===== config.mk =====
export PLATFORM = sky130hd
export DESIGN_NAME = acc_top
export DESIGN_NICKNAME = d
export VERILOG_FILES = /design/src/hw/acc_top.v
export VERILOG_INCLUDE_DIRS = /design/src /design/src/hw
export SDC_FILE = /design/constraint.sdc
export NUM_CORES = 1
export LEC_CHECK = 0
export ABC_AREA = 1
export BUFFER_PORTS_ARGS = -buffer_cell sky130_fd_sc_hd__buf_2
export CORE_ASPECT_RATIO = 1.5
export CORE_MARGIN = 3
export CORE_UTILIZATION = 28
export DETAILED_ROUTE_END_ITERATION = 16
export HOLD_SLACK_MARGIN = 0.15
export PLACE_DENSITY = 0.58
export SKIP_LAST_GASP = 1
export SYNTH_ARGS = -nofsm -noshare
export SYNTH_HDL_FRONTEND = slang
export SYNTH_SLANG_ARGS = --single-unit

===== constraint.sdc =====
create_clock -name aclk -period 1.8 [get_ports aclk]
set_input_delay 0.27 -clock aclk [delete_from_list [all_inputs] [get_ports aclk]]
set_output_delay 0.27 -clock aclk [all_outputs]
set_load 0.1 [all_outputs]

===== src/hw/acc_defines.vh =====
`ifndef ACC_DEFINES_VH
`define ACC_DEFINES_VH
// Register indices; byte address is four times the index
`define ACC_IDX_CTRL1 10'h0e1
`define ACC_IDX_CTRL2 10'h0e2
`define ACC_IDX_DELAY 10'h0e3
`define ACC_IDX_CTRL0 10'h0e8
`define ACC_IDX_THRESH 10'h0f0
`define ACC_IDX_RESULT 10'h0f1
`define ACC_IDX_PWMCTL 10'h0f2
`define ACC_IDX_INT_STAT 10'h0f4
`define ACC_IDX_INT_EN 10'h0f5
`define ACC_IDX_INT_CLR 10'h0f6
// Control two fields
`define ACC_C2_BRAKE_EN 7
`define ACC_C2_POLARITY 6
`define ACC_C2_CMP_EN 5
`define ACC_C2_CMP_RESULT 4
`define ACC_C2_DELAY_MSB 0
// Control zero fields
`define ACC_C0_DONE 7
`define ACC_C0_START 6
`define ACC_C0_SRC_HI 5
`define ACC_C0_SRC_LO 4
`define ACC_C0_CHAN_HI 3
// Control one fields
`define ACC_C1_TYPE_HI 3
`define ACC_C1_TYPE_LO 2
`define ACC_C1_EXT_ALLOW 1
`define ACC_C1_POWER_ON 0
// PWM control fields
`define ACC_PC_RUN 0
`define ACC_PC_BRAKE 1
// Interrupt status bits
`define ACC_INT_DONE 0
`define ACC_INT_CMP 1
`define ACC_INT_BRAKE 2
`define ACC_INT_W 3
// Reset values
`define ACC_RST_BYTE 8'h00
`define ACC_RST_THRESH 12'h000
`define ACC_RST_INT 3'h0
// Trigger sources and types
`define ACC_SRC_PWM_OUT_ZERO 2'b00
`define ACC_SRC_PWM_OUT_TWO 2'b01
`define ACC_SRC_PWM_OUT_FOUR 2'b10
`define ACC_SRC_PIN 2'b11
`define ACC_TYP_FALL 2'b00
`define ACC_TYP_RISE 2'b01
`define ACC_TYP_CENTRE 2'b10
`define ACC_TYP_END 2'b11
// Highest analog channel code and band-gap code
`define ACC_CHAN_LAST 4'h7
`define ACC_CHAN_BANDGAP 4'h8
// Bus responses
`define ACC_RESP_OKAY 2'b00
`define ACC_RESP_SLVERR 2'b10
`endif


===== src/hw/acc_top.v =====
// Behaviour
// - Brake enabled and compare one asserts PWM brake
// - Compare brake clears PWM run; software restarts
// - Polarity zero: result>=threshold; one: result<threshold
// - Comparator enable bit turns comparison on/off
// - Compare result read-only, updated per conversion
// - Delay is nine bits, msb in control two
// - External trigger waits programmed delay before start
// - Done flag set on completion, software clears
// - No conversion starts while done flag set
// - Writing start one converts, zero does nothing
// - Start bit reads busy, clears after completion
// - Source field picks PWM_OUT_ZERO, PWM_OUT_TWO, PWM_OUT_FOUR, pin
// - Channel codes 0-7 analog, 8 band-gap
// - Converter off disconnects every analog input
// - Only soft start unless allowed; busy ignores triggers
// - Type field picks fall, rise, centre, end
//
// The AXI4-Lite register port was chosen for this implementation.
`timescale 1ns/1ps
`include "acc_defines.vh"
module acc_top #(
    parameter ADDR_W = 12,
    parameter RES_W = 12
) (
    input wire aclk,
    input wire aresetn,
    input wire [ADDR_W-1:0] s_axi_awaddr,
    input wire s_axi_awvalid,
    output reg s_axi_awready,
    input wire [31:0] s_axi_wdata,
    input wire [3:0] s_axi_wstrb,
    input wire s_axi_wvalid,
    output reg s_axi_wready,
    output reg [1:0] s_axi_bresp,
    output reg s_axi_bvalid,
    input wire s_axi_bready,
    input wire [ADDR_W-1:0] s_axi_araddr,
    input wire s_axi_arvalid,
    output reg s_axi_arready,
    output reg [31:0] s_axi_rdata,
    output reg [1:0] s_axi_rresp,
    output reg s_axi_rvalid,
    input wire s_axi_rready,
    output reg conv_start,
    output reg conv_power_on,
    output reg conv_input_connect,
    output reg [3:0] conv_channel,
    input wire conv_done,
    input wire [RES_W-1:0] conv_result_in,
    input wire pwm_out_zero,
    input wire pwm_out_two,
    input wire pwm_out_four,
    input wire external_start_pin,
    input wire pwm_center_point,
    input wire pwm_period_end,
    output reg pwm_fault_brake,
    output reg pwm_run_a,
    output reg irq
);
    localparam [2:0] ST_IDLE = 3'b001;
    localparam [2:0] ST_DELAY = 3'b010;
    localparam [2:0] ST_CONV = 3'b100;

    reg aw_have_reg;
    reg w_have_reg;
    reg [ADDR_W-1:0] awaddr_reg;
    reg [31:0] wdata_reg;
    reg [3:0] wstrb_reg;
    reg [2:0] state_reg;
    reg [8:0] count_reg;
    reg done_reg;
    reg brake_en_reg;
    reg polarity_reg;
    reg cmp_en_reg;
    reg cmp_result_reg;
    reg [8:0] delay_reg;
    reg [1:0] src_reg;
    reg [3:0] chan_reg;
    reg [1:0] type_reg;
    reg ext_allow_reg;
    reg [RES_W-1:0] thresh_reg;
    reg [RES_W-1:0] result_reg;
    reg [3:0] prev_reg;
    reg [`ACC_INT_W-1:0] int_stat_reg;
    reg [`ACC_INT_W-1:0] int_en_reg;
    reg [`ACC_INT_W-1:0] int_stat_next;
    reg cur_sel;
    reg prev_sel;
    reg ext_hit;
    reg cmp_next;
    reg [31:0] rd_word;
    reg rd_ok;
    reg wr_ok;

    wire wr_en = aw_have_reg & w_have_reg & ~s_axi_bvalid;
    wire [9:0] wr_idx = awaddr_reg[11:2];
    wire [9:0] rd_idx = s_axi_araddr[11:2];
    wire wr_b0 = wr_en & wstrb_reg[0];
    wire wr_b1 = wr_en & wstrb_reg[1];
    wire [3:0] trig_now = {external_start_pin, pwm_out_four, pwm_out_two, pwm_out_zero};
    wire busy = state_reg[2];
    wire start_ok = ~done_reg & ~busy;
    wire soft_go = wr_b0 & (wr_idx == `ACC_IDX_CTRL0) & wdata_reg[`ACC_C0_START];
    wire finish = conv_done & busy;
    wire run_set = wr_b0 & (wr_idx == `ACC_IDX_PWMCTL) & wdata_reg[`ACC_PC_RUN];
    wire brake_evt = finish & brake_en_reg & cmp_next;

    // Trigger source and type selection
    always @* begin
        case (src_reg)
            `ACC_SRC_PWM_OUT_ZERO: begin
                cur_sel = trig_now[0];
                prev_sel = prev_reg[0];
            end
            `ACC_SRC_PWM_OUT_TWO: begin
                cur_sel = trig_now[1];
                prev_sel = prev_reg[1];
            end
            `ACC_SRC_PWM_OUT_FOUR: begin
                cur_sel = trig_now[2];
                prev_sel = prev_reg[2];
            end
            default: begin
                cur_sel = trig_now[3];
                prev_sel = prev_reg[3];
            end
        endcase
        case (type_reg)
            `ACC_TYP_FALL: ext_hit = prev_sel & ~cur_sel;
            `ACC_TYP_RISE: ext_hit = ~prev_sel & cur_sel;
            `ACC_TYP_CENTRE: ext_hit = pwm_center_point;
            default: ext_hit = pwm_period_end;
        endcase
        ext_hit = ext_hit & ext_allow_reg;
    end

    // Comparator on the fresh result
    always @* begin
        if (!cmp_en_reg) begin
            cmp_next = 1'b0;
        end else if (polarity_reg) begin
            cmp_next = (conv_result_in < thresh_reg);
        end else begin
            cmp_next = (conv_result_in >= thresh_reg);
        end
    end

    // Interrupt status, set wins over clear
    always @* begin
        int_stat_next = int_stat_reg;
        if (wr_b0 && wr_idx == `ACC_IDX_INT_CLR) begin
            int_stat_next = int_stat_reg & ~wdata_reg[`ACC_INT_W-1:0];
        end
        int_stat_next[`ACC_INT_DONE] = int_stat_next[`ACC_INT_DONE] | finish;
        int_stat_next[`ACC_INT_CMP] = int_stat_next[`ACC_INT_CMP] | (finish & cmp_next);
        int_stat_next[`ACC_INT_BRAKE] = int_stat_next[`ACC_INT_BRAKE] | brake_evt;
    end

    // Write address decode
    always @* begin
        case (wr_idx)
            `ACC_IDX_CTRL0, `ACC_IDX_CTRL1, `ACC_IDX_CTRL2, `ACC_IDX_DELAY,
            `ACC_IDX_THRESH, `ACC_IDX_PWMCTL, `ACC_IDX_INT_EN,
            `ACC_IDX_INT_CLR: wr_ok = 1'b1;
            default: wr_ok = 1'b0;
        endcase
    end

    // Read mux
    always @* begin
        rd_word = 32'h00000000;
        rd_ok = 1'b1;
        case (rd_idx)
            `ACC_IDX_CTRL0: rd_word[7:0] = {done_reg, busy, src_reg, chan_reg};
            `ACC_IDX_CTRL1: rd_word[3:0] = {type_reg, ext_allow_reg, conv_power_on};
            `ACC_IDX_CTRL2: rd_word[7:0] = {brake_en_reg, polarity_reg, cmp_en_reg,
                cmp_result_reg, 3'b000, delay_reg[8]};
            `ACC_IDX_DELAY: rd_word[7:0] = delay_reg[7:0];
            `ACC_IDX_THRESH: rd_word[RES_W-1:0] = thresh_reg;
            `ACC_IDX_RESULT: rd_word[RES_W-1:0] = result_reg;
            `ACC_IDX_PWMCTL: rd_word[1:0] = {pwm_fault_brake, pwm_run_a};
            `ACC_IDX_INT_STAT: rd_word[`ACC_INT_W-1:0] = int_stat_reg;
            `ACC_IDX_INT_EN: rd_word[`ACC_INT_W-1:0] = int_en_reg;
            `ACC_IDX_INT_CLR: rd_word = 32'h00000000;
            default: rd_ok = 1'b0;
        endcase
    end

    // AXI4-Lite channels
    always @(posedge aclk) begin
        if (!aresetn) begin
            s_axi_awready <= 1'b1;
            s_axi_wready <= 1'b1;
            s_axi_bvalid <= 1'b0;
            s_axi_bresp <= `ACC_RESP_OKAY;
            s_axi_arready <= 1'b1;
            s_axi_rvalid <= 1'b0;
            s_axi_rresp <= `ACC_RESP_OKAY;
            s_axi_rdata <= 32'h00000000;
            aw_have_reg <= 1'b0;
            w_have_reg <= 1'b0;
            awaddr_reg <= {ADDR_W{1'b0}};
            wdata_reg <= 32'h00000000;
            wstrb_reg <= 4'h0;
        end else begin
            if (s_axi_awvalid && s_axi_awready) begin
                aw_have_reg <= 1'b1;
                awaddr_reg <= s_axi_awaddr;
                s_axi_awready <= 1'b0;
            end
            if (s_axi_wvalid && s_axi_wready) begin
                w_have_reg <= 1'b1;
                wdata_reg <= s_axi_wdata;
                wstrb_reg <= s_axi_wstrb;
                s_axi_wready <= 1'b0;
            end
            if (wr_en) begin
                aw_have_reg <= 1'b0;
                w_have_reg <= 1'b0;
                s_axi_bvalid <= 1'b1;
                s_axi_bresp <= wr_ok ? `ACC_RESP_OKAY : `ACC_RESP_SLVERR;
            end
            if (s_axi_bvalid && s_axi_bready) begin
                s_axi_bvalid <= 1'b0;
                s_axi_awready <= 1'b1;
                s_axi_wready <= 1'b1;
            end
            if (s_axi_arvalid && s_axi_arready) begin
                s_axi_arready <= 1'b0;
                s_axi_rvalid <= 1'b1;
                s_axi_rdata <= rd_word;
                s_axi_rresp <= rd_ok ? `ACC_RESP_OKAY : `ACC_RESP_SLVERR;
            end
            if (s_axi_rvalid && s_axi_rready) begin
                s_axi_rvalid <= 1'b0;
                s_axi_arready <= 1'b1;
            end
        end
    end

    // Configuration registers
    always @(posedge aclk) begin
        if (!aresetn) begin
            brake_en_reg <= 1'b0;
            polarity_reg <= 1'b0;
            cmp_en_reg <= 1'b0;
            delay_reg <= 9'h000;
            src_reg <= 2'b00;
            chan_reg <= 4'h0;
            type_reg <= 2'b00;
            ext_allow_reg <= 1'b0;
            conv_power_on <= 1'b0;
            thresh_reg <= `ACC_RST_THRESH;
            int_en_reg <= `ACC_RST_INT;
        end else begin
            if (wr_b0 && wr_idx == `ACC_IDX_CTRL2) begin
                brake_en_reg <= wdata_reg[`ACC_C2_BRAKE_EN];
                polarity_reg <= wdata_reg[`ACC_C2_POLARITY];
                cmp_en_reg <= wdata_reg[`ACC_C2_CMP_EN];
                delay_reg[8] <= wdata_reg[`ACC_C2_DELAY_MSB];
            end
            if (wr_b0 && wr_idx == `ACC_IDX_DELAY) begin
                delay_reg[7:0] <= wdata_reg[7:0];
            end
            if (wr_b0 && wr_idx == `ACC_IDX_CTRL0) begin
                src_reg <= wdata_reg[`ACC_C0_SRC_HI:`ACC_C0_SRC_LO];
                chan_reg <= wdata_reg[`ACC_C0_CHAN_HI:0];
            end
            if (wr_b0 && wr_idx == `ACC_IDX_CTRL1) begin
                type_reg <= wdata_reg[`ACC_C1_TYPE_HI:`ACC_C1_TYPE_LO];
                ext_allow_reg <= wdata_reg[`ACC_C1_EXT_ALLOW];
                conv_power_on <= wdata_reg[`ACC_C1_POWER_ON];
            end
            if (wr_b0 && wr_idx == `ACC_IDX_THRESH) begin
                thresh_reg[7:0] <= wdata_reg[7:0];
            end
            if (wr_b1 && wr_idx == `ACC_IDX_THRESH) begin
                thresh_reg[RES_W-1:8] <= wdata_reg[RES_W-1:8];
            end
            if (wr_b0 && wr_idx == `ACC_IDX_INT_EN) begin
                int_en_reg <= wdata_reg[`ACC_INT_W-1:0];
            end
        end
    end

    // Conversion sequencing, delay, done flag and comparator
    always @(posedge aclk) begin
        if (!aresetn) begin
            state_reg <= ST_IDLE;
            count_reg <= 9'h000;
            conv_start <= 1'b0;
            done_reg <= 1'b0;
            cmp_result_reg <= 1'b0;
            result_reg <= {RES_W{1'b0}};
            prev_reg <= 4'h0;
            conv_channel <= 4'h0;
            conv_input_connect <= 1'b0;
            int_stat_reg <= `ACC_RST_INT;
            irq <= 1'b0;
        end else begin
            conv_start <= 1'b0;
            prev_reg <= trig_now;
            int_stat_reg <= int_stat_next;
            irq <= |(int_stat_reg & int_en_reg);
            conv_channel <= chan_reg;
            conv_input_connect <= conv_power_on & (chan_reg <= `ACC_CHAN_BANDGAP);
            if (wr_b0 && wr_idx == `ACC_IDX_CTRL0 && !wdata_reg[`ACC_C0_DONE]) begin
                done_reg <= 1'b0;
            end
            if (finish) begin
                done_reg <= 1'b1;
                result_reg <= conv_result_in;
                cmp_result_reg <= cmp_next;
            end
            case (state_reg)
                ST_IDLE: begin
                    if (soft_go && start_ok) begin
                        conv_start <= 1'b1;
                        state_reg <= ST_CONV;
                    end else if (ext_hit && start_ok) begin
                        if (delay_reg == 9'h000) begin
                            conv_start <= 1'b1;
                            state_reg <= ST_CONV;
                        end else begin
                            count_reg <= delay_reg;
                            state_reg <= ST_DELAY;
                        end
                    end
                end
                ST_DELAY: begin
                    if ((soft_go && start_ok) || count_reg == 9'h001) begin
                        conv_start <= 1'b1;
                        state_reg <= ST_CONV;
                    end else begin
                        count_reg <= count_reg - 9'h001;
                    end
                end
                ST_CONV: begin
                    if (conv_done) begin
                        state_reg <= ST_IDLE;
                    end
                end
                default: state_reg <= ST_IDLE;
            endcase
        end
    end

    // PWM fault brake and run bit
    always @(posedge aclk) begin
        if (!aresetn) begin
            pwm_fault_brake <= 1'b0;
            pwm_run_a <= 1'b0;
        end else if (brake_evt) begin
            pwm_fault_brake <= 1'b1;
            pwm_run_a <= 1'b0;
        end else if (wr_b0 && wr_idx == `ACC_IDX_PWMCTL) begin
            pwm_run_a <= wdata_reg[`ACC_PC_RUN];
            if (run_set) begin
                pwm_fault_brake <= 1'b0;
            end
        end
    end
endmodule // acc_top


# Yosys cells after proc, flatten, opt, wreduce, memory -nomap -nowiden

Cells that the tools add are included.

Memories: 0
Bits of input ports: 86
Logic and storage cells: 177
RAM bits: 0
Flip-flop bits (word level): 128
Output and inout port bits: 51
Bits in latches: 0
Bits in read-only memories: 0

Div/mod/pow operators: 0
Add/sub/neg operators: 1
Shifts and indexed selects: 0
Multipliers: 0
Bitwise gates (word level): 29
Reductions and logical operators: 36
Magnitude comparators: 3
Equality and inequality tests: 33
Mux-type cells: 36

Operators by type and width:

| kind                                             | count |
|---|---|
| == test 10 x 8 -> 1 bit, second input constant   | 18 |
| two-way mux 9 bit                                | 4 |
| one-hot mux 4 bit (5 select lines)               | 1 |
| two-way mux 3 bit                                | 6 |
| one-hot mux 2 bit (9 select lines)               | 1 |
| one-hot mux 9 bit (2 select lines)               | 1 |
| AND 1 bit                                        | 17 |
| logical AND 1 bit                                | 17 |
| two-way mux 1 bit                                | 13 |
| greater-or-equal comparator 12 bit               | 1 |
| < comparator 12 bit                              | 1 |
| != test 2 bit, second input constant             | 6 |
| OR reduction 10 bit                              | 1 |
| == test 9 x 1 -> 1 bit, second input constant    | 1 |
| logical NOT 9 bit                                | 1 |
| one-hot mux 1 bit (3 select lines)               | 3 |
| one-hot mux 3 bit (3 select lines)               | 1 |
| subtractor 9 x 1 -> 9 bit, second input constant | 1 |
| one-hot mux 4 bit (2 select lines)               | 1 |
| nonzero test 2 bit                               | 4 |
| OR reduction 2 bit                               | 4 |
| OR reduction 8 bit                               | 1 |
| one-hot mux 1 bit (7 select lines)               | 1 |
| AND 3 bit                                        | 2 |
| other kinds (20)                                 | 31 |

# Depth between registers and ports, before layout

Gate-level depths: netlist of the first run.

Depth in word-level cells: 10
Depth in mapped cells: 15
Gate-level depth less buffers: 15

# Worst setup path before layout of the first run

Ideal clock, no wire load.

Path kind: reg2reg
Start point: register s_axi_bvalid
End point: register count_reg[6]
Arrival time: 1.998 ns
Setup time: 0.113 ns
Buffers on the path: 1
Clock period less this slack: 2.112 ns
Data required time: 1.687 ns
Setup slack: -0.312 ns
Stages on the path, launching flop included: 13
Cell sequence: dfxtp_1 -> inv_2 -> nand3_2 -> nor2_4 -> nand4_2 -> nand2_2 -> nor2_1 -> inv_2 -> nand2_4 -> buf_6 -> nand3b_2 -> nand2_1 -> nor2_2

Longest elaborated chain between the ends: 9
Elaborated cells between the ends (all ways): 10
Those cells by class: 2 x eq/ne; 5 x bitwise; 3 x reduce/logical

RTL lines:

| item                                     | line                         | text |
|---|---|---|
| start: declaration                       | acc_top.v:36                 | `output reg s_axi_bvalid,` |
| start signal: assignment                 | acc_top.v:195                | `s_axi_bvalid <= 1'b0;` |
| start signal: assignment                 | acc_top.v:221                | `s_axi_bvalid <= 1'b1;` |
| start signal: assignment                 | acc_top.v:225                | `s_axi_bvalid <= 1'b0;` |
| inverter 1 bit (*)                       | acc_top.v:96                 | `wire wr_en = aw_have_reg & w_have_reg & ~s_axi_bvalid;` |
| AND 1 bit (*)                            | acc_top.v:96                 |  |
| AND 1 bit (*)                            | acc_top.v:99                 | `wire wr_b0 = wr_en & wstrb_reg[0];` |
| AND 1 bit (*) (2 in series)              | acc_top.v:104                | `` wire soft_go = wr_b0 & (wr_idx == `ACC_IDX_CTRL0) & wdata_reg[`ACC_C0_START]; `` |
| logical AND 1 bit (*)                    | acc_top.v:318, acc_top.v:332 |  |
| logical OR 1 bit                         | acc_top.v:332                | `if ((soft_go && start_ok) \|\| count_reg == 9'h001) begin` |
| != test 2 bit (no source line)           | n/a                          |  |
| AND reduction 5 bit (no source line) (*) | n/a                          |  |
| end signal: assignment                   | acc_top.v:326                | `count_reg <= delay_reg;` |
| end signal: assignment                   | acc_top.v:336                | `count_reg <= count_reg - 9'h001;` |
| end: declaration                         | acc_top.v:71                 | `reg [8:0] count_reg;` |

Mark *: on every way between the ends. The rest lies on a longest branch, timed or not.
A chain may end at the register's enable or synchronous reset.

# Worst setup path after layout of the first run

Start point: input conv_result_in[0]
End point: register pwm_run_a

Longest elaborated chain between the ends: 5
Elaborated cells between the ends (all ways): 6
Those cells by class: 2 x order compare; 2 x mux; 1 x bitwise; 1 x reduce/logical

RTL lines:

| item                                                                             | line                         | text |
|---|---|---|
| start: declaration                                                               | acc_top.v:50                 | `input wire [RES_W-1:0] conv_result_in,` |
| greater-or-equal comparator 12 bit / < comparator 12 bit (equally long branches) | acc_top.v:145, acc_top.v:143 |  |
| two-way mux 1 bit (*)                                                            | acc_top.v:142                | `end else if (polarity_reg) begin` |
| two-way mux 1 bit (*)                                                            | acc_top.v:140                | `if (!cmp_en_reg) begin` |
| AND 1 bit (*)                                                                    | acc_top.v:107                | `wire brake_evt = finish & brake_en_reg & cmp_next;` |
| OR reduction 2 bit (no source line) (*)                                          | n/a                          |  |
| end signal: assignment                                                           | acc_top.v:358                | `` pwm_run_a <= wdata_reg[`ACC_PC_RUN]; `` |
| end: declaration                                                                 | acc_top.v:58                 | `output reg pwm_run_a,` |

Marked as above.

==> summary.txt, run 1 <==
Drt
  – Residual antenna-violating net count after detailed routing: 0
  – Detailed-router iteration count before antenna repair: 5
  – Post-route DRC: 0
  – Routed wire length: approximately 18 mm
  – Vias per std cell: 4.63
  – Total length of routed met2 wires: between 9 and 10 mm
  – Met1 wire length: roughly 7 mm
  – DR WL met3: between 700 and 800 um
  – DRC violation total after the first TritonRoute iteration: 230
  – Highest metal layer with signal wires: met4
  – Number of vias in the routed layout: ~6,000
  – Average detailed-routed wire length per instance: approximately 14 um

Floorplan
  – Die ar.: approximately 23,000 um^2
  – Die span in x: between 100 and 150 um
  – Die Height: 186 um
  – Row Count: 65
  – Std-Cell Core Area: ~21,000 um^2
  – Starting utilization of the core area: between 20 and 30%
  – Ports placed on the boundary: roughly 140

Clock tree
  – Max H-tree Level: 4
  – TritonCTS clock tree: done
  – Root cell of the clock tree: clkbuf_16
  – Worst-case clock buffer depth: 2
  – CTS sink count: 124
  – Number of buffers added by the clock tree synthesis step: 17
  – Insertion delay to the later sink of the worst-skew pair: 420 ps
  – Clock transition at the registers of the reported paths: approximately 50 ps

Synth
  – Summed instance area of the synthesized netlist: roughly 6000 um^2
  – Top-area cell type share of the netlist area: between 40% and 50%
  – Portion of the post-synthesis area used by sequential elements: roughly two fifths
  – Synthesized area divided by synthesized cell count: 7.31 um^2
  – Post-synthesis register bit count: roughly 120
  – Number of warnings printed during yosys synthesis: 0
  – Number of flops mapped to enable cells by yosys: 0
  – Cell count after synthesis: 828
  – Cell accounting for the most synthesized area: dfxtp_1
  – Post-synth ARST share: 0%
  – Most frequently used flop master after synthesis: dfxtp_1
  – Count of unique library cells instantiated by Yosys: 49
  – Top cells by area, synth: dfxtp_1 41%, inv_1 7.1%, nor2_1 7.1%

Global routing
  – Antenna violations before repair: 0
  – Largest net degree at the start of global routing: 55
  – Number of global-route vias before repair: about 5,600
  – Global-route wire length before repair: between 20 and 30 mm
  – Remaining Overflow, GRT: 0
  – All-Layer GR Usage: around 15%

Timing
  – Setup repair after global routing missed its margin: true
  – Worst Max-Slew Pin Slew: around 640 ps
  – Worst-case headroom to the max-slew limit: between 50% and 60%
  – Final Max Slew Viols: 0
  – Max frequency: around 580 MHz
  – Accumulated negative setup slack: 0 ps
  – Setup Viol. Count Final: 0
  – Final cycle utilization of the critical path: between 90 and 100%
  – Layout Skew: 12.1 ps
  – Final count of hold timing violations: 0
  – Period minus WS final: between 1500 and 2000 ps

Pwr
  – Portion of total power attributed to sequential cells: 36.2%
  – Combinational power share: 27.6%
  – Clk pwr share: a little over a third
  – Internal Pwr Total: approximately 5800 uW
  – Switching power share of the total: between 30 and 40%
  – Worst ir drop on vdd: approximately 0.00047 V
  – Net switching component of the power: 2930 uW
  – Power density of the placed cells: 1090 nW/um^2
  – Power Total: 8750 uW
  – Static leakage power: approximately 0.0036 uW

Placed design
  – HPWL after detailed placement: roughly 14 mm
  – Instance count after placement with tap cells included: 1,213
  – Number of port buffers: 88
  – RePlAce Congestion: approximately 0.84

Flow run
  – Maximum capacitance violations: 0

Finish
  – Fraction of layout cells with a size suffix above 1: between 20% and 30%
  – Total inserted antenna cells: 0
  – Non-filler cells, final: 1,269
  – Most frequent cells in the layout: 119 x dfxtp_1, 112 x inv_1, 110 x nor2_1, 95 x nand2_1, 87 x buf_2
  – Growth of design area from synthesis to finish: 33.1%
  – Leading cell type in the layout, fill and taps excluded: dfxtp_1
  – Filler instances: approximately 2,200
  – Final net count: ~1,100

Status
  – Status: complete, no violations

Worst setup path
  – Required time of the critical path: 2100 ps
  – Endpoint type of the worst setup path: register
  – Crit path kind: input port to register
  – Data arrival at the endpoint of the critical path: 2010 ps
  – Largest fanout of any net on the critical path: 3
  – Type of element launching the critical path: input port

Worst hold path
  – Class of the most critical hold timing path: input port to register
power groups by stage:
| stage | Combinational, uW | Sequential [uW] | Clock [uW] |
|---|---|---|---|
| after floorplan | 1560 | 3390 | 0 |
| after global placement | 2290 | 3210 | 0 |
| after detailed placement | 2320 | 3220 | 0 |
| after CTS | 2380 | 3160 | 3230 |
| after global routing | 2700 | 3200 | 3360 |
| final | 2410 | 3170 | 3170 |
critical path, cell delays in order:
cell,delay (ps)
dlygate4sd3_1,580
inv_1,70
ha_2,150
inv_1,40
a21oi_2,120
o21ai_1,90
nand2_1,90
nand3_2,90
nand2_2,80
o21ai_2,50
nor2_2,110
nand3_2,130
nand2_1,90
a21oi_1,40
layout make-up:
cell class                      instances  area (um^2)  share of cell area (%)
Clock buffer                           21          470                    5.84
Timing Repair Buffer                  171         1190                    14.7
Multi-Input combinational cell        556         3050                    37.8
Tap cell                              268          335                    4.16
Inverter                              121          454                    5.64
Sequential cell                       124         2490                    30.9
Clock inverter                          8         70.1                   0.870
cells in the mapped netlist (3+ instances only):
cell,number
dfxtp_1,124
inv_1,114
nor2_1,114
nand2_1,99
o21ai_0,79
a21oi_1,69
nand3_1,35
buf_4,23
clkbuf_1,20
a211oi_1,19
o22ai_1,15
ha_1,14
nor3_1,14
nand4_1,11
inv_2,7
o211ai_1,6
nand2_2,5
nand3_2,4
nor2_2,4
a22oi_1,3
buf_2,3
nand3b_2,3
nor2_4,3
nor3_2,3
o21ai_1,3
per-stage QoR:
| stage | setup WS [ps] | utilization [%] | cell area [um^2] | hold slack, ps |
|---|---|---|---|---|
| floorplan | 10.3 | - | 6130 | 363 |
| global placement | -64.4 | 33.5 | 7090 | 426 |
| detailed placement | -80.4 | 33.5 | 7090 | 426 |
| CTS | 5.42 | 37.5 | 7930 | 151 |
| global route | -18.2 | 38.1 | 8050 | 185 |
| finish | 89.8 | 38.1 | 8050 | 162 |
kinds of logic (layout without fill, tap and decap cells):
logic type,count (synthesis),after routing,share of synthesized area (%)
DFF,124,124,41.0
xor gates and xnor gates,1,1,0.145
adders and majority gates,14,14,2.90
and+or+nand+nor,308,308,23.6
other,1,22,0.0620
muxes,1,1,0.165
AOI/OAI and AO/OA,210,210,19.9
buffers and inverters,169,321,12.2
timing repair:
action	in CTS	in global routing
setup buffers	0	1
setup endpoints to repair	3	21
gates resized for setup	8	27
hold buffers	27	0
endpoints found under the hold margin	29	0
pin swaps	5	10
path summary, 6_finish.rpt:
path                                         to         startpoint  cells after the start  slack, ps
worst max-delay path                  pwm_run_a  conv_result_in[0]                     14         90
worst min-delay path              result_reg[4]  conv_result_in[4]                      3        160
worst max register to register     count_reg[8]      awaddr_reg[2]                     11         90
worst min register to register  conv_channel[1]        chan_reg[1]                      2        430
metal layers:
metal,track usage [%],up-vias
met3,3.39,39
met5,0,-
met4,7.34,0
met2,29.0,149
met1,16.2,2656
li1,-,3030
Power figures use the tool's default switching activity.
==> inputs of run 2 (changes only) <==
--- a/config.mk
+++ b/config.mk
@@ -6,7 +6,6 @@
 export SDC_FILE = /design/constraint.sdc
 export NUM_CORES = 1
 export LEC_CHECK = 0
-export ABC_AREA = 1
 export BUFFER_PORTS_ARGS = -buffer_cell sky130_fd_sc_hd__buf_2
 export CORE_ASPECT_RATIO = 1.5
 export CORE_MARGIN = 3
==> run 2 against run 1 <==
  * The run now ends with negative setup slack left
  * Highest routed layer unchanged
  * Via count hardly changed
  * Synthesized cell count is 13% lower
  * Largest cell class unchanged
  * Critical path depth decreased by 8
  * Count of clock-buffer cells in the layout grew 4
  * Routed wire length grew 5.5%
  * Fmax decreased by 26%
  * Critical path type is now register to register
==> summary.txt, run 2 <==
Worst setup path
  – Type of element launching the critical path: register
  – Largest fanout of any net on the critical path: 8 (+5)
  – Endpoint type of the worst setup path: register
  – Crit path kind: register to register
  – Required time of the critical path: 2160 ps (+60 ps)
  – Data arrival at the endpoint of the critical path: 2660 ps (+650 ps)

Finish
  – Most frequent cells in the layout: 123 x nand2_1, 113 x dfxtp_1, 88 x buf_2, 80 x buf_4, 70 x a21oi_1
  – Fraction of layout cells with a size suffix above 1: 28.1% (+3.9 points)
  – Leading cell type in the layout, fill and taps excluded: nand2_1
  – Growth of design area from synthesis to finish: 42.6%
  – Total inserted antenna cells: 0 (unchanged)
  – Non-filler cells, final: 1,197 (-5.7%)
  – Final net count: 1,020 (-6.5%)
  – Filler instances: 2,072 (-7.4%)
  – Total non-filler cell area in the finished layout: 8460 um^2 (+5.1%)

Worst hold path
  – Class of the most critical hold timing path: input port to register

Clock tree
  – Number of buffers added by the clock tree synthesis step: 17 (unchanged)
  – Worst-case clock buffer depth: 2 (unchanged)
  – Max H-tree Level: 4 (unchanged)
  – Root cell of the clock tree: clkbuf_16
  – TritonCTS clock tree: done
  – Insertion delay to the later sink of the worst-skew pair: 420 ps (about the same)
  – Clock transition at the registers of the reported paths: 60 ps (about the same)
  – CTS sink count: 124 (unchanged)

Synth
  – Number of warnings printed during yosys synthesis: 0 (unchanged)
  – Cell count after synthesis: 718 (-13%)
  – Post-synthesis register bit count: 124 (unchanged)
  – Portion of the post-synthesis area used by sequential elements: 41.8% (+0.79 points)
  – Synthesized area divided by synthesized cell count: 8.27 um^2 (+13%)
  – Cell accounting for the most synthesized area: dfxtp_1
  – Top-area cell type share of the netlist area: 41.8% (+0.79 points)
  – Number of flops mapped to enable cells by yosys: 0 (unchanged)
  – Top cell types by occurrence after synthesis: 126 x nand2_1, 124 x dfxtp_1, 72 x a21oi_1, 66 x nor2_1, 44 x mux2i_1
  – Top cells by area, synth: dfxtp_1 42%, nand2_1 8.0%, mux2i_1 7.4%
  – Most frequently used flop master after synthesis: dfxtp_1
  – Count of unique library cells instantiated by Yosys: 61 (+24%)
  – Summed instance area of the synthesized netlist: 5940 um^2 (-1.9%)
  – Cell with the most instances after synthesis: nand2_1
  – Post-synth ARST share: 0% (unchanged)

Timing
  – Worst-case headroom to the max-slew limit: 58.3% (+0.72 points)
  – Setup repair after global routing missed its margin: true
  – Period minus WS final: 2300 ps (+595 ps)
  – Final WS setup: -505 ps (-595 ps)
  – Setup Viol. Count Final: 26 (+26)
  – Worst Max-Slew Pin Slew: 625 ps (-11.0 ps)
  – Final count of hold timing violations: 0 (unchanged)
  – Max frequency: 434 MHz (-26%)
  – Final cycle utilization of the critical path: 128% (+33 points)
  – Layout Skew: 11.4 ps (-0.669 ps)
  – Final Max Slew Viols: 0 (unchanged)

Floorplan
  – Die span in x: 125 um (-0.90%)
  – Row Count: 64 (-1.5%)
  – Starting utilization of the core area: 28.8% (+0.23 points)
  – Std-Cell Core Area: 20,600 um^2 (-2.7%)
  – Ports placed on the boundary: 137 (unchanged)
  – Die ar.: 23,000 um^2 (-1.8%)
  – Die Height: 184 um (-0.92%)

Global routing
  – Antenna violations before repair: 0 (unchanged)
  – Global-route wire length before repair: 29.9 mm (+5.3%)
  – Number of global-route vias before repair: 5,775 (+2.3%)
  – Largest net degree at the start of global routing: 61 (+11%)
  – All-Layer GR Usage: 16.5% (+1.1 points)
  – Remaining Overflow, GRT: 0 (unchanged)

Placed design
  – Instance count after placement with tap cells included: 1,120 (-7.7%)
  – RePlAce Congestion: 0.873 (+3.7%)
  – Worst Setup Slack post-DPL: -524 ps (-444 ps)
  – Area after detailed placement: 7220 um^2 (+1.8%)
  – Number of port buffers: 88 (unchanged)
  – HPWL after detailed placement: 14.1 mm (+1.7%)

Drt
  – DRC violation total after the first TritonRoute iteration: 250 (+8.7%)
  – Number of vias in the routed layout: 5,871 (-0.051%)
  – Vias per std cell: 4.90 (+6.0%)
  – Routed wire length: 19.1 mm (+5.5%)
  – Post-route DRC: 0 (unchanged)
  – Detailed-router iteration count before antenna repair: 4 (-1)
  – Residual antenna-violating net count after detailed routing: 0 (unchanged)
  – Average detailed-routed wire length per instance: 15.9 um (+12%)

Pwr
  – Static leakage power: 0.00351 uW (-1.5%)
  – Power density of the placed cells: 854 nW/um^2 (-21%)
  – Worst ir drop on vdd: 0.000540 V (+16%)
  – Power Total: 7220 uW (-17%)

Status
  – Status: finished, violations left
  – Failing checks: negative setup slack

Flow run
  – Maximum capacitance violations: 0 (unchanged)
run 2: final timing paths:
kind	from	to	slack, ps	cells past startpoint
worst max-delay path	src_reg[0]	count_reg[4]	-500	6
worst min-delay path	s_axi_bready	s_axi_bvalid	160	3
worst max register to register	src_reg[0]	count_reg[4]	-500	6
worst min register to register	awaddr_reg[8]	awaddr_reg[8]	450	2
run 2: critical path, cell delays in order, from the launching register on:
cell and delay, ps:
dfxtp_2 330, mux4_2 510, or4b_4 510, a31oi_4 260, a31oi_4 170, or3_4 350
a21oi_2 110
run 2: metal layers:
metal  GRT usage (%)  vias to the layer above  share of wire (%)
li1                -                     2881                  -
met1            17.2                     2766                 38
met2            30.8                      167                 53
met3            2.75                       57                3.6
met4            10.3                        0                5.4
met5               0                        -                  0
run 2: metrics by stage:
| step | util, % | setup TNS (ps) | hold slack, ps |
|---|---|---|---|
| finish | 41.1 | -5940 | 162 |
| CTS | 40.4 | -5910 | 151 |
| global placement | 35.1 | -7170 | 439 |
| detailed placement | 35.1 | -8980 | 449 |
| global route | 41.1 | -8610 | 169 |
| floorplan | - | -4050 | 363 |
run 2: cell families (layout without fill, tap and decap cells):
kind of cell	count (synthesis)	in the layout	share of synthesized area [%]
AOI/OAI and AO/OA	156	156	16.3
xor gates and xnor gates	1	1	0.148
adders and majority gates	14	14	2.95
buffers and inverters	82	276	6.79
DFF	124	124	41.8
muxes	49	49	9.19
other	1	22	0.0632
and+or+nand+nor	291	291	22.8
run 2: final cells by class:
class / instances / area [um^2] / area share, %
multi-input cells: 533 / 3370 / 39.8
flip-flops and latches: 124 / 2500 / 29.5
repair buffers: 220 / 1590 / 18.7
clock buffers: 25 / 475 / 5.62
well taps: 264 / 330 / 3.90
clock inverters: 7 / 113 / 1.33
inverters: 24 / 90.1 / 1.06
run 2: what timing repair did:
item,in CTS,in global routing
endpoints found under the hold margin,42,0
gates resized for setup,18,32
buffers inserted,1,1
setup endpoints to repair,44,51
hold buffers,43,0
pin swaps,17,22
run 2: where the power goes:
group | internal (uW) | total [uW] | switching, uW | leakage, uW
clock | 2240 | 3450 | 1210 | 0.000285
combinational | 259 | 890 | 631 | 0.00221
sequential | 2810 | 2880 | 65.6 | 0.00101
==> inputs of run 3 (changes only) <==
--- a/config.mk
+++ b/config.mk
@@ -7,6 +7,7 @@
 export NUM_CORES = 1
 export LEC_CHECK = 0
 export BUFFER_PORTS_ARGS = -buffer_cell sky130_fd_sc_hd__buf_2
+export CAP_MARGIN = 5
 export CORE_ASPECT_RATIO = 1.5
 export CORE_MARGIN = 3
 export CORE_UTILIZATION = 28
==> constraint.sdc (replaced) <==
create_clock -name aclk -period 1.8 [get_ports aclk]
set_input_delay 0.27 -clock aclk [delete_from_list [all_inputs] [get_ports aclk]]
set_output_delay 0.27 -clock aclk [all_outputs]
set_load 0.05 [all_outputs]
==> run 3 against run 2 <==
  * Register-to-register slack improved by 30 ps
  * Largest power group unchanged
  * Cell count increased by 0.33%
  * Non-clock buffer count increased by 5
  * First-iteration DRC count increased by 4.4%
  * Total power decreased by 2.8%
  * Critical path type unchanged
  * Combinational power decreased by 19%
  * The run still ends with negative setup slack left
  * Via count increased by 1.2%
  * Clock power about the same
  * Fmax increased by 1.5%
  * Setup slack improved by 34 ps
==> summary.txt, run 3 (synthesis gave the netlist of run 2 again) <==
Timing
  – Period minus WS final: 2270 ps (-33.5 ps)
  – Worst-case headroom to the max-slew limit: 65.4% (+7.1 points)
  – Final count of hold timing violations: 0 (unchanged)
  – Final Max Slew Viols: 0 (unchanged)
  – Setup repair after global routing missed its margin: true
  – Max frequency: 440 MHz (+1.5%)
  – Accumulated negative setup slack: -5420 ps (+519 ps)
  – Setup Viol. Count Final: 31 (+19%)
  – Final WS setup: -471 ps (+33.5 ps)
  – Worst Max-Slew Pin Slew: 520 ps (-106 ps)
  – Hold WS: 147 ps (-14.6 ps)
  – Final cycle utilization of the critical path: 126% (-1.9 points)
  – Layout Skew: 10.6 ps (-0.809 ps)

Drt
  – Number of vias in the routed layout: 5,941 (+1.2%)
  – Vias per std cell: 4.95 (+0.86%)
  – Average detailed-routed wire length per instance: 16.1 um (+0.91%)
  – DRC violation total after the first TritonRoute iteration: 261 (+4.4%)
  – Detailed-router iteration count before antenna repair: 6 (+2)
  – Routed wire length: 19.3 mm (+1.3%)
  – Residual antenna-violating net count after detailed routing: 0 (unchanged)
  – Post-route DRC: 0 (unchanged)

Status
  – Status: finished, violations left
  – Failing checks: negative setup slack

Clock tree
  – Max H-tree Level: 4 (unchanged)
  – Insertion delay to the later sink of the worst-skew pair: 420 ps (about the same)
  – Number of buffers added by the clock tree synthesis step: 17 (unchanged)
  – Root cell of the clock tree: clkbuf_16
  – CTS sink count: 124 (unchanged)
  – Clock transition at the registers of the reported paths: 70 ps (about the same)
  – TritonCTS clock tree: done
  – Worst-case clock buffer depth: 2 (unchanged)

Worst setup path
  – Crit path kind: register to register
  – Dominant cell type by count on the critical path: a31oi_4
  – Cell at the slowest stage of the critical path: mux4_2
  – Type of element launching the critical path: register
  – Register-to-register path setup slack: -470 ps (+30 ps)
  – Required time of the critical path: 2160 ps (about the same)
  – Largest stage delay on the critical path: 510 ps (about the same)
  – Data arrival at the endpoint of the critical path: 2630 ps (-30 ps)
  – Largest fanout of any net on the critical path: 8 (unchanged)
  – Endpoint type of the worst setup path: register
  – Crit-path cells: mux4_2 -> or4b_4 -> a31oi_4 -> a31oi_4 -> or3_1 -> a21oi_1
  – R2r worst-path depth: 6 (unchanged)

Pwr
  – Combinational power share: 10.2% (-2.1 points)
  – Clk pwr share: 48.8% (+1.0 points)
  – Switching power share of the total: 26.8% (+0.38 points)
  – Internal Pwr Total: 5140 uW (-3.3%)
  – Static leakage power: 0.00357 uW (+1.7%)
  – Power density of the placed cells: 815 nW/um^2 (-4.6%)
  – Portion of total power attributed to sequential cells: 40.9% (+1.1 points)
  – Worst ir drop on vdd: 0.000497 V (-8.0%)
  – Net switching component of the power: 1880 uW (-1.5%)
  – Power Total: 7020 uW (-2.8%)

Finish
  – Final net count: 1,025 (+0.49%)
  – Leading cell type in the layout, fill and taps excluded: nand2_1
  – Total inserted antenna cells: 0 (unchanged)
  – Filler instances: 2,047 (-1.2%)
  – Non-filler cells, final: 1,201 (+0.33%)
  – Most frequent cells in the layout: 121 x nand2_1, 114 x dfxtp_1, 88 x buf_2, 85 x buf_4
  – Fraction of layout cells with a size suffix above 1: 30.8% (+2.8 points)
  – Growth of design area from synthesis to finish: 45.1%

Placed design
  – HPWL after detailed placement: 14.2 mm (+0.21%)
  – RePlAce Congestion: 0.886 (+1.4%)
  – Number of port buffers: 88 (unchanged)
  – Instance count after placement with tap cells included: 1,126 (+0.54%)

Floorplan
  – Die ar.: 23,000 um^2 (unchanged)
  – Row Count: 64 (unchanged)
  – Die span in x: 125 um (unchanged)
  – Die Height: 184 um (unchanged)
  – Ports placed on the boundary: 137 (unchanged)
  – Starting utilization of the core area: 28.8% (unchanged)
  – Std-Cell Core Area: 20,600 um^2 (unchanged)

Flow run
  – Maximum capacitance violations: 0 (unchanged)

Worst hold path
  – Class of the most critical hold timing path: input port to register
  – Hold path depth: 3 (unchanged)

Global routing
  – All-Layer GR Usage: 16.7% (+0.14 points)
  – Number of global-route vias before repair: 5,998 (+3.9%)
  – Largest net degree at the start of global routing: 43 (-30%)
  – Global-route wire length before repair: 30.4 mm (+1.5%)
  – Remaining Overflow, GRT: 0 (unchanged)
  – Antenna violations before repair: 0 (unchanged)
-- run 3: cell count changes in the layout (fill, tap and decap cells not counted), moves of 4 or more --
| cell | before | now |
|---|---|---|
| a21oi_1 | 70 | 65 |
| a21oi_2 | 2 | 7 |
| buf_4 | 80 | 85 |
| clkbuf_1 | 6 | 0 |
| clkinv_4 | 0 | 4 |
-- run 3: area by class of cell --
class / instances / area, um^2 / area share, %
clock buffer: 17 / 425 / 4.94
timing repair buffer: 225 / 1620 / 18.8
clock inverter: 14 / 164 / 1.90
sequential: 124 / 2490 / 29.0
inverter: 24 / 90.1 / 1.05
multi-input combinational: 533 / 3490 / 40.5
tap: 264 / 330 / 3.83
-- run 3: per-stage QoR --
step | setup WS (ps) | utilization (%) | area (um^2)
floorplan | -457 | - | 6080
global placement | -480 | 35.2 | 7250
detailed placement | -500 | 35.2 | 7250
CTS | -455 | 41.0 | 8440
global route | -537 | 41.9 | 8610
finish | -471 | 41.9 | 8610
-- run 3: worst paths after layout --
check,end,startpoint
worst min-delay path,s_axi_bvalid,s_axi_bready
worst max-delay path,count_reg[4],src_reg[0]
worst min register to register,wdata_reg[8],wdata_reg[8]
worst max register to register,count_reg[4],src_reg[0]
-- run 3: per-layer routing --
layer  part of all wire (%)  wire [um]  track usage [%]  vias up
met5                      0          0                0        -
met4                    5.0        971             9.07        0
met3                    3.2        625             2.61       59
met2                     54      10400             32.1      176
met1                     38       7300             17.1     2809
li1                       -          -                -     2897
-- run 3: repair_timing --
item / 4_1_cts / 5_1_grt
buffers inserted: 1 / 2
resized for setup: 40 / 34
pin swaps: 18 / 18
hold buffers: 41 / 0
hold endpoints to repair: 42 / 0
endpoints found under the setup margin: 44 / 52
-- run 3: worst max-delay path, delay by kind of cell, from the launching register on --
family,cells,cell delay (ps)
AO/OA/AOI/OAI,3,530
flip-flops,1,330
multiplexers,1,510
AND/OR/NAND/NOR,2,840
-- run 3: power groups by stage --
stage               Clock, uW  Combinational [uW]  Sequential (uW)
floorplan                   0                 375             2980
global placement            0                 614             2920
detailed placement          0                 617             2930
CTS                      3480                 702             2870
global route             3610                 777             2880
finish                   3430                 719             2870
